[src/rtl/vscp_pkg.sv]
// package: constants and beat types for the video stream and control ports
// Notes on behaviour
// source zero-pads 10/12-bit samples at top
// output pads unused upper bits with zeros
// beat moves when ready, valid, enable, reset high
// only active pixels travel as beats
// source holds beat stable while valid waits
// source never withdraws an offered beat
// sink ready may come before/with/after valid
// sink should pre-assert ready for low latency
// user bit zero marks first pixel of frame
// frame marker may lead while valid low
// last marks final pixel of each line
// without control port use build-time settings
// control port steps on control clock edges
// control enable low freezes control port
// control reset overrides control enable
// control reset held low 32 slow cycles
// control reset also resets stream core
// control buses 32-bit, responses 2-bit
// core enable low freezes stream core
// stream reset overrides enable, 32 cycles
// stalled output beat stays stable until taken
package vscp_pkg;
  localparam int COMP_W        = 12;          // bits per colour component
  localparam int PIX_W         = 3 * COMP_W;  // packed pixel bits
  localparam int BUS_W         = 40;          // stream data bus width
  localparam int AXI_W         = 32;          // control address/data width
  localparam int RESP_W        = 2;           // control response width
  localparam int DIM_W         = 13;          // frame dimension width
  localparam int STR_W         = 3;           // smoothing strength width
  // control register offsets and fields
  localparam logic [AXI_W-1:0] OFS_ACTIVE_SIZE = 32'h0000_0020;
  localparam logic [AXI_W-1:0] OFS_STRENGTH    = 32'h0000_0100;
  localparam int COLS_LSB      = 0;           // pixels per line field
  localparam int ROWS_LSB      = 16;          // lines per frame field
  // build-time settings, also control reset values
  localparam logic [DIM_W-1:0] RST_COLS     = 13'h0780;
  localparam logic [DIM_W-1:0] RST_ROWS     = 13'h0438;
  localparam logic [STR_W-1:0] RST_STRENGTH = 3'h2;
  localparam logic [STR_W-1:0] MAX_STRENGTH = 3'h4;
  // response codes
  localparam logic [RESP_W-1:0] RESP_OKAY   = 2'h0;
  localparam logic [RESP_W-1:0] RESP_SLVERR = 2'h2;
  // one stream beat
  typedef struct packed {
    logic [BUS_W-1:0] data;  // pixel data
    logic             sof;   // start of frame, user bit zero
    logic             eol;   // end of line
  } vscp_beat_s;
  // active frame settings
  typedef struct packed {
    logic [DIM_W-1:0] cols;      // active pixels per line
    logic [DIM_W-1:0] rows;      // active lines per frame
    logic [STR_W-1:0] strength;  // smoothing strength
  } vscp_cfg_s;
endpackage

[src/rtl/vscp_skid.sv]
// file: two-entry skid stage with registered ready and output
`timescale 1ns/1ps
module vscp_skid (
  input  wire logic             clk_sys,
  input  wire logic             rst,
  input  wire logic             sync_clr,
  input  wire logic             en,
  input  vscp_pkg::vscp_beat_s  in_beat,
  input  wire logic             in_valid,
  output logic                  in_ready,
  output vscp_pkg::vscp_beat_s  out_beat,
  output logic                  out_valid,
  input  wire logic             out_ready
);
  import vscp_pkg::*;

  vscp_beat_s spare_reg;   // beat caught while output stalled
  logic       spare_full;  // spare slot occupied
  logic       take_in;     // input beat transferred
  logic       take_out;    // output beat transferred

  // transfers only count with enable high and no clear
  assign take_in  = en && !sync_clr && in_valid && in_ready;
  assign take_out = en && !sync_clr && out_valid && out_ready;

  // output stage, held while stalled
  always_ff @(posedge clk_sys or posedge rst) begin
    if (rst) begin
      out_valid <= 1'b0;
      out_beat  <= '0;
    end else if (sync_clr) begin
      out_valid <= 1'b0;
      out_beat  <= '0;
    end else if (en) begin
      if (!out_valid || take_out) begin
        if (spare_full) begin
          out_valid <= 1'b1;
          out_beat  <= spare_reg;
        end else begin
          out_valid <= take_in;
          if (take_in) begin
            out_beat <= in_beat;
          end
        end
      end
    end
  end

  // spare slot absorbs the beat taken while ready was high
  always_ff @(posedge clk_sys or posedge rst) begin
    if (rst) begin
      spare_full <= 1'b0;
      spare_reg  <= '0;
    end else if (sync_clr) begin
      spare_full <= 1'b0;
      spare_reg  <= '0;
    end else if (en) begin
      if (take_in && out_valid && !take_out && !spare_full) begin
        spare_full <= 1'b1;
        spare_reg  <= in_beat;
      end else if (spare_full && (!out_valid || take_out)) begin
        spare_full <= 1'b0;
      end
    end
  end

  // ready registered: high while spare slot will be free
  always_ff @(posedge clk_sys or posedge rst) begin
    if (rst) begin
      in_ready <= 1'b0;
    end else if (sync_clr) begin
      in_ready <= 1'b0;
    end else if (en) begin
      if (take_in && out_valid && !take_out && !spare_full) begin
        in_ready <= 1'b0;
      end else if (spare_full && (!out_valid || take_out)) begin
        in_ready <= 1'b1;
      end else if (!spare_full) begin
        in_ready <= 1'b1;
      end
    end
  end
endmodule

[src/rtl/vscp_top.sv]
// file: stream ports and control port of the video filtering core
`timescale 1ns/1ps
module vscp_top #(
  parameter bit HAS_CTRL = 1'b1
) (
  input  wire logic                          clk_sys,
  input  wire logic                          rst,
  // stream side clock enable and reset
  input  wire logic                          str_clk_en,
  input  wire logic                          str_rst_n,
  // input video stream
  input  wire logic [vscp_pkg::BUS_W-1:0]    s_axis_video_tdata,
  input  wire logic                          s_axis_video_tvalid,
  output logic                               s_axis_video_tready,
  input  wire logic                          s_axis_video_tuser,
  input  wire logic                          s_axis_video_tlast,
  // output video stream
  output logic [vscp_pkg::BUS_W-1:0]         m_axis_video_tdata,
  output logic                               m_axis_video_tvalid,
  input  wire logic                          m_axis_video_tready,
  output logic                               m_axis_video_tuser,
  output logic                               m_axis_video_tlast,
  // control port clocking, sampled on clk_sys
  input  wire logic                          ctl_clk,
  input  wire logic                          ctl_clk_en,
  input  wire logic                          ctl_rst_n,
  // control port channels
  input  wire logic                          s_axi_awvalid,
  output logic                               s_axi_awready,
  input  wire logic [vscp_pkg::AXI_W-1:0]    s_axi_awaddr,
  input  wire logic                          s_axi_wvalid,
  output logic                               s_axi_wready,
  input  wire logic [vscp_pkg::AXI_W-1:0]    s_axi_wdata,
  output logic [vscp_pkg::RESP_W-1:0]        s_axi_bresp,
  output logic                               s_axi_bvalid,
  input  wire logic                          s_axi_bready,
  input  wire logic                          s_axi_arvalid,
  output logic                               s_axi_arready,
  input  wire logic [vscp_pkg::AXI_W-1:0]    s_axi_araddr,
  output logic                               s_axi_rvalid,
  input  wire logic                          s_axi_rready,
  output logic [vscp_pkg::AXI_W-1:0]         s_axi_rdata,
  output logic [vscp_pkg::RESP_W-1:0]        s_axi_rresp,
  // active settings handed to the filter datapath
  output vscp_pkg::vscp_cfg_s                cfg_active
);
  import vscp_pkg::*;

  // ---------------- control clock edge ----------------
  logic ctl_clk_d1;   // control clock sampled
  logic ctl_clk_d2;   // previous sample
  logic ctl_edge;     // rising control clock edge
  logic ctl_step;     // control port advances this cycle
  logic ctl_clr;      // control reset taken this edge

  // edge of the control clock, seen on clk_sys
  always_ff @(posedge clk_sys or posedge rst) begin
    if (rst) begin
      ctl_clk_d1 <= 1'b0;
      ctl_clk_d2 <= 1'b0;
    end else begin
      ctl_clk_d1 <= ctl_clk;
      ctl_clk_d2 <= ctl_clk_d1;
    end
  end

  assign ctl_edge = ctl_clk_d1 && !ctl_clk_d2;
  assign ctl_clr  = ctl_edge && !ctl_rst_n;
  assign ctl_step = ctl_edge && ctl_rst_n && ctl_clk_en;

  // ---------------- control reset into core ----------------
  logic ctl_rst_hold;  // control reset seen, control side
  logic ctl_rst_s1;    // first synchroniser stage
  logic ctl_rst_s2;    // core side copy of control reset

  // control reset latched at control edges regardless of enable
  always_ff @(posedge clk_sys or posedge rst) begin
    if (rst) begin
      ctl_rst_hold <= 1'b1;
    end else if (ctl_edge) begin
      ctl_rst_hold <= !ctl_rst_n;
    end
  end

  // two-stage resync toward the stream core
  always_ff @(posedge clk_sys or posedge rst) begin
    if (rst) begin
      ctl_rst_s1 <= 1'b1;
      ctl_rst_s2 <= 1'b1;
    end else begin
      ctl_rst_s1 <= ctl_rst_hold && HAS_CTRL;
      ctl_rst_s2 <= ctl_rst_s1;
    end
  end

  logic core_clr;  // synchronous clear of stream core
  assign core_clr = !str_rst_n || ctl_rst_s2;

  // ---------------- control write channel ----------------
  vscp_cfg_s cfg_reg;     // processor side settings
  logic      wr_fire;     // address and data both offered
  logic      wr_hit_sz;   // write to size register
  logic      wr_hit_st;   // write to strength register

  assign wr_fire   = ctl_step && s_axi_awvalid && s_axi_wvalid &&
                     !s_axi_bvalid && !s_axi_awready;
  assign wr_hit_sz = (s_axi_awaddr == OFS_ACTIVE_SIZE);
  assign wr_hit_st = (s_axi_awaddr == OFS_STRENGTH);

  // accept pulses and write response
  always_ff @(posedge clk_sys or posedge rst) begin
    if (rst) begin
      s_axi_awready <= 1'b0;
      s_axi_wready  <= 1'b0;
      s_axi_bvalid  <= 1'b0;
      s_axi_bresp   <= RESP_OKAY;
    end else if (ctl_clr) begin
      s_axi_awready <= 1'b0;
      s_axi_wready  <= 1'b0;
      s_axi_bvalid  <= 1'b0;
      s_axi_bresp   <= RESP_OKAY;
    end else if (ctl_step) begin
      s_axi_awready <= wr_fire;
      s_axi_wready  <= wr_fire;
      if (wr_fire) begin
        s_axi_bvalid <= 1'b1;
        s_axi_bresp  <= (wr_hit_sz || wr_hit_st) ? RESP_OKAY : RESP_SLVERR;
      end else if (s_axi_bvalid && s_axi_bready) begin
        s_axi_bvalid <= 1'b0;
      end
    end
  end

  // settings registers, written only with the control port built
  always_ff @(posedge clk_sys or posedge rst) begin
    if (rst) begin
      cfg_reg <= '{cols: RST_COLS, rows: RST_ROWS, strength: RST_STRENGTH};
    end else if (ctl_clr) begin
      cfg_reg <= '{cols: RST_COLS, rows: RST_ROWS, strength: RST_STRENGTH};
    end else if (ctl_step && wr_fire && HAS_CTRL) begin
      if (wr_hit_sz) begin
        cfg_reg.cols <= s_axi_wdata[COLS_LSB +: DIM_W];
        cfg_reg.rows <= s_axi_wdata[ROWS_LSB +: DIM_W];
      end
      if (wr_hit_st && s_axi_wdata[STR_W-1:0] <= MAX_STRENGTH) begin
        cfg_reg.strength <= s_axi_wdata[STR_W-1:0];
      end
    end
  end

  // ---------------- control read channel ----------------
  logic rd_fire;  // read address taken
  assign rd_fire = ctl_step && s_axi_arvalid && !s_axi_rvalid &&
                   !s_axi_arready;

  // read accept, data and response
  always_ff @(posedge clk_sys or posedge rst) begin
    if (rst) begin
      s_axi_arready <= 1'b0;
      s_axi_rvalid  <= 1'b0;
      s_axi_rdata   <= '0;
      s_axi_rresp   <= RESP_OKAY;
    end else if (ctl_clr) begin
      s_axi_arready <= 1'b0;
      s_axi_rvalid  <= 1'b0;
      s_axi_rdata   <= '0;
      s_axi_rresp   <= RESP_OKAY;
    end else if (ctl_step) begin
      s_axi_arready <= rd_fire;
      if (rd_fire) begin
        s_axi_rvalid <= 1'b1;
        s_axi_rdata  <= '0;
        s_axi_rresp  <= RESP_OKAY;
        if (s_axi_araddr == OFS_ACTIVE_SIZE) begin
          s_axi_rdata[COLS_LSB +: DIM_W] <= cfg_reg.cols;
          s_axi_rdata[ROWS_LSB +: DIM_W] <= cfg_reg.rows;
        end else if (s_axi_araddr == OFS_STRENGTH) begin
          s_axi_rdata[STR_W-1:0] <= cfg_reg.strength;
        end else begin
          s_axi_rresp <= RESP_SLVERR;  // unmapped
        end
      end else if (s_axi_rvalid && s_axi_rready) begin
        s_axi_rvalid <= 1'b0;
      end
    end
  end

  // ---------------- active settings, commit at frame start ----------------
  logic in_take;  // input beat transferred this cycle
  assign in_take = str_clk_en && !core_clr && s_axis_video_tvalid &&
                   s_axis_video_tready;

  // settings switch on a frame boundary, or on a stream core clear, to avoid tearing
  always_ff @(posedge clk_sys or posedge rst) begin
    if (rst) begin
      cfg_active <= '{cols: RST_COLS, rows: RST_ROWS, strength: RST_STRENGTH};
    end else if (core_clr) begin
      cfg_active <= cfg_reg;
    end else if (str_clk_en && in_take && s_axis_video_tuser) begin
      cfg_active <= HAS_CTRL ? cfg_reg :
        '{cols: RST_COLS, rows: RST_ROWS, strength: RST_STRENGTH};
    end
  end

  // ---------------- stream path ----------------
  vscp_beat_s in_beat;   // packed input beat
  vscp_beat_s out_beat;  // beat on output registers

  // repack: keep three components, zero the unused top bits
  always_comb begin
    in_beat      = '0;
    in_beat.data = {{(BUS_W-PIX_W){1'b0}},
                    s_axis_video_tdata[PIX_W-1:0]};
    in_beat.sof  = s_axis_video_tuser;
    in_beat.eol  = s_axis_video_tlast;
  end

  // stage with registered ready and held output
  vscp_skid u_skid (
    .clk_sys   (clk_sys),
    .rst       (rst),
    .sync_clr  (core_clr),
    .en        (str_clk_en),
    .in_beat   (in_beat),
    .in_valid  (s_axis_video_tvalid),
    .in_ready  (s_axis_video_tready),
    .out_beat  (out_beat),
    .out_valid (m_axis_video_tvalid),
    .out_ready (m_axis_video_tready)
  );

  // markers travel with their pixel; only beats are forwarded
  assign m_axis_video_tdata = out_beat.data;
  assign m_axis_video_tuser = out_beat.sof;
  assign m_axis_video_tlast = out_beat.eol;
endmodule

[config.mk]
export PLATFORM = sky130hd
export DESIGN_NAME = vscp_top
export DESIGN_NICKNAME = d
export VERILOG_FILES = /design/src/rtl/vscp_pkg.sv /design/src/rtl/vscp_skid.sv /design/src/rtl/vscp_top.sv
export SDC_FILE = /design/constraint.sdc
export NUM_CORES = 1
export LEC_CHECK = 0
export BUFFER_PORTS_ARGS = -buffer_cell sky130_fd_sc_hd__buf_2
export CORE_ASPECT_RATIO = 1.2
export CORE_UTILIZATION = 40
export DETAILED_ROUTE_END_ITERATION = 8
export PLACE_DENSITY = 0.71
export SETUP_SLACK_MARGIN = 0.2
export SYNTH_ARGS = -nofsm -noshare
export SYNTH_HDL_FRONTEND = slang
export SYNTH_SLANG_ARGS = --single-unit
[constraint.sdc]
create_clock -name clk_sys -period 6.1 [get_ports clk_sys]
set_clock_uncertainty 0.1 [all_clocks]
set_input_delay 0.915 -clock clk_sys [delete_from_list [all_inputs] [get_ports clk_sys]]
set_output_delay 0.915 -clock clk_sys [all_outputs]
set_load 0.01 [all_outputs]
* Yosys cells after proc, flatten, opt, wreduce, memory -nomap -nowiden *
Index checks and enable logic that the tools add are counted.

storage, ports and cells
  bits in registers = 190
  output and inout bits = 114
  word-level logic and storage cells = 153

operators by class
  $lt $le $gt $ge = 1
  eq/ne operators = 5
  mux-type cells = 55
  reductions and logical operators = 65

operator list
  cell                   number
  $mux W42               8
  $mux W29               4
  $mux W32               3
  $eq A32 B6 Y1 const B  2
  $eq A32 B9 Y1 const B  2
  $logic_and A1 B1 Y1    26
  $mux W26               1
  $mux W1                25
  $reduce_and A2 Y1      10
  $reduce_bool A2 Y1     10
  $mux W2                9
  $mux W13               1
  $reduce_bool A3 Y1     4
  $logic_not A1 Y1       11
  $mux W10               1
  $mux W3                3
  $ne A4 B3 Y1 const B   1
  $le A3 B3 Y1 const B   1
  $logic_or A1 B1 Y1     3
  $reduce_and A3 Y1      1

* Longest topological paths before layout *
  depth after elaboration = 12
  mapped depth = 8
  gate-level depth less buffers = 4

* By module *
A second synthesis with hierarchy kept.

unflattened totals
  cell total of the unflattened synthesis = 735
  area, all modules = 8908.5 um^2

by module, submodules not included
  module     instances  cells each  area each (um^2)  seq. area each (um^2)
  vscp_skid  1          397         4664.5            2177.1
  vscp_top   1          338         4244.1            2403.6

* Worst setup path before layout *
Ideal clock, no wire load.

  path type = in2reg
  start point = in ctl_rst_n
  end point = reg cfg_reg[13] in the netlist's numbering
  data arrival time = 2.130 ns
  slack = 3.795 ns
  cell stages on the path = 7
  buffers on the path = 3
  path through = and4b_1 > buf_4 > and4_4 > and4_4 > buf_8 > buf_12 > mux2i_1

on the way
  cells in the longest elaborated chain, start to end = 9
  elaborated cells between the ends (all ways) = 13
  classes of those cells = 1 x mux; 12 x reduce/logical

RTL lines
  what                                 RTL line         source
  start: declaration                   vscp_top.sv:26   input wire logic ctl_rst_n,
  $logic_and A1 B1 Y1 (2 in series)    vscp_top.sv:69   assign ctl_step = ctl_edge && ctl_rst_n && ctl_clk_en;
  $logic_and A1 B1 Y1 (3 in series)    vscp_top.sv:105  assign wr_fire = ctl_step && s_axi_awvalid && s_axi_wvalid &&
  $logic_and A1 B1 Y1                  vscp_top.sv:106  !s_axi_bvalid && !s_axi_awready;
  $logic_and A1 B1 Y1                  vscp_top.sv:140  end else if (ctl_step && wr_fire && HAS_CTRL) begin
  $reduce_bool A2 Y1 (no source line)  --
  $reduce_and A2 Y1 (no source line)   --
  end signal: assignment               vscp_top.sv:137  cfg_reg <= '{cols: RST_COLS, rows: RST_ROWS, strength: RST_STRENGTH};
  end signal: assignment               vscp_top.sv:139  cfg_reg <= '{cols: RST_COLS, rows: RST_ROWS, strength: RST_STRENGTH};
  end: declaration                     vscp_top.sv:100  vscp_cfg_s cfg_reg;

Parallel ways exist; a longest one is shown, timed or not.
A chain may end at the register's enable or synchronous reset.

* Worst setup path in the final report *
  start point = in str_rst_n
  end point = reg u_skid.spare_reg[33] in the netlist's numbering

on the way
  cells in the longest elaborated chain, start to end = 11
  elaborated cells between the ends (all ways) = 16
  classes of those cells = 1 x mux; 15 x reduce/logical

RTL lines
  what                                                            RTL line                          source
  start: declaration                                              vscp_top.sv:10                    input wire logic str_rst_n,
  $logic_not A1 Y1 (*)                                            vscp_top.sv:97                    assign core_clr = !str_rst_n || ctl_rst_s2;
  $logic_or A1 B1 Y1 (*)                                          vscp_top.sv:97
  $logic_not A1 Y1                                                vscp_skid.sv:23, vscp_skid.sv:24
  $logic_and A1 B1 Y1                                             vscp_skid.sv:23, vscp_skid.sv:24
  $logic_and A1 B1 Y1, on equally long branches (2 in series)     vscp_skid.sv:23, vscp_skid.sv:24
  $logic_and A1 B1 Y1 / $logic_not A1 Y1 (equally long branches)  vscp_skid.sv:58                   if (take_in && out_valid && !take_out && !spare_full) begin
  $logic_and A1 B1 Y1 (2 in series)                               vscp_skid.sv:58
  $reduce_bool A2 Y1 (no source line)                             --
  $reduce_and A2 Y1 (no source line)                              --
  end signal: assignment                                          vscp_skid.sv:60                   spare_reg <= in_beat;
  end: declaration                                                vscp_skid.sv:17                   vscp_beat_s spare_reg;

Every way passes the cells marked *; elsewhere a longest branch is shown, timed or not.

==> run summary <==
via density per instance: 5.00
WHS Path Cells: 0
Synth async-reset ratio: 1.00
Hold Startpoint: ctl_rst_s1
FF-to-FF path depth: 4
ys flop type: dfrtp_1
post-CTS sizing: 0
maximum clock frequency: 315 MHz
GRT overflow: 0
boundary pin count: 266
vias in the first global route: 5732
RSZ-0062 raised after global routing: false
Finished Cell Area: 0.00962 mm²
critical path capture point type: register
placed insts: 1154
Syn Std Cell Area: 0.00776 mm²
Final WS setup: 2.93 ns
Synth Register Bits: 174
leading area contributor after synthesis: dfrtp_1
TritonCTS clock tree: done
EDFF count, synth: 0
WL/cell: 15.6 µm
PwrDens: 251 mW/mm²
hold buffers post-CTS: 0
fin crit share: 0.520
clk slew on worst S/H paths: 0.07 ns
Max Cap Viol: 0
# nets final: 1069
RD Place Congestion: 0.765
maximum vdd drop: 0.163 mV
hold_ws: 0.256 ns
initial antenna violation count: 2
H-tree levels: 4
Synth Warn #: 0
Detailed Place HPWL: 12400 µm
slowest cell on the critical path: nor2b_4
Leakage: 4.61 nW
first-pass GRT wire length: 29600 µm
Critical Path AT: 3.35 ns
Worst R2R Setup Slack: 3.21 ns
Clock Path Buffers: 2
final core utilization: 0.508
crit path max fanout: 40
Routed WL: 18500 µm
top cells by count, synth: 153 x dfrtp_1, 121 x nand2_1, 67 x mux2i_1, 62 x nor2_1, 44 x o21ai_0
clock sink count: 174
critical path class: input pin to register
FF-to-FF Start: ctl_rst_s2
pin slew with the least headroom to its limit: 1.06 ns
Hold Vio Cnt, Final: 0
GR Util All Layers: 0.190
Slew Viols, Final: 0
Final min period: 3.17 ns
Rows: 55
Worst EP required: 6.28 ns
Seq/Total Area, Yosys: 0.565
ANT nets after route: 0
Area after DPL: 0.00904 mm²
Syn-to-layout area delta: 23.9%
dominant cells by area after synthesis: dfrtp_1 49%, mux2i_1 8.6%, dfstp_2 7.1%, nand2_1 5.9%, mux2_2 4.2%
DRT Pass-1 Iters: 6
clock latency at the later pin of the worst-skew pair: 0.42 ns
Hold Path Class: register to register
1st-iter DRT viols: 321
vias: 5926
Die Area: 0.0200 mm²
Port Buffers: 243
CTS buffer count: 17
DRC viols: 0
share of the synthesized area in the top cell type: 0.493
crit-path max cell delay: 0.85 ns
share of layout cells above drive strength 1: 0.385
Die Ht: 155 µm
normalized max-slew margin: 0.289
die width: 129 µm
Initial Util: 0.410
core area: 0.0189 mm²
most common cell in the netlist: dfrtp_1
pre-CTS setup slack: 2.47 ns
PnR Total Power: 2.41 mW
antenna cells: 0
Setup TNS Final: 0 ns
Finished Layout Cells: 1186
Hold Crit Endpoint: ctl_rst_s2
crit-path cells: buf_2 > nor2b_4 > and4_2 > buf_4 > o21ai_0
Synth cell types: 41
Setup Viol. Count Final: 0
outcome: complete, no violations
Post-Syn Instances: 701
pin count of the biggest net entering global routing: 72
# Post-CTS Setup Buffers: 0
worst r2r dst: u_skid.spare_reg[33]
Layout fillers: 1712
CTS root buf: clkbuf_16
startpoint types: input pin
syn_area_per_cell: 11.1 µm²
worst max-delay path, delay by kind of cell:
| kind | cells | cell delay [ns] |
|---|---|---|
| simple gates | 2 | 1.68 |
| compound gates | 1 | 0.18 |
| buf+inv | 2 | 0.57 |
power by group:
group	leakage, nW	switching [mW]	internal, mW
Combinational	1.97	0.111	0.0679
Clock	0.286	0.509	0.546
Sequential	2.35	0.00890	1.17
Total	4.61	0.628	1.78
cell usage in the layout, fill, tap and decap left out, drive strengths merged, types with 6 or more instances in the layout:
cell type | netlist | routed
buf | 41 | 252
dfrtp | 153 | 153
nand2 | 121 | 121
mux2i | 67 | 67
nor2 | 62 | 62
o21ai | 44 | 44
a211oi | 42 | 42
mux2 | 29 | 29
a22o | 23 | 23
dfstp | 21 | 21
inv | 11 | 20
clkbuf | 25 | 17
nor4 | 14 | 14
conb | 1 | 12
and4 | 9 | 9
nor2b | 6 | 6
clkinv | 0 | 6
per-layer routing:
| layer | global-route usage | vias to the layer above | routed length [µm] |
|---|---|---|---|
| li1 | - | 2850 | - |
| met1 | 0.242 | 2864 | 8150 |
| met2 | 0.318 | 192 | 8950 |
| met3 | 0.0502 | 16 | 1180 |
| met4 | 0.0515 | 4 | 191 |
| met5 | 0 | - | 22 |
area by class of cell:
type                    count  area (µm²)  area share
flip-flops and latches    174        4380       0.456
multi-input cells         461        3010       0.313
repair buffers            252        1280       0.134
clock buffers              17         425      0.0442
well taps                 256         320      0.0333
clock inverters            15         146      0.0152
inverters                  11        46.3     0.00481
how the worst max path moves through the flow:
stage / start / to / slack [ns] / depth (start not counted)
floorplan: rst / cfg_active[0] / 0.40 / 1
global placement: str_rst_n / u_skid.spare_reg[34] / 2.50 / 5
detailed placement: str_rst_n / u_skid.spare_reg[23] / 2.47 / 5
CTS: str_rst_n / u_skid.spare_reg[33] / 2.90 / 5
global route: str_rst_n / u_skid.spare_reg[33] / 2.76 / 5
finish: str_rst_n / u_skid.spare_reg[33] / 2.93 / 5
logic make-up after synthesis:
logic type / synth area share
buffers and inverters: 0.0579
flip-flops: 0.565
AND/OR/NAND/NOR: 0.132
other: 0.000483
AO/OA/AOI/OAI: 0.116
multiplexers: 0.129
(Power assumes the default switching activity.)
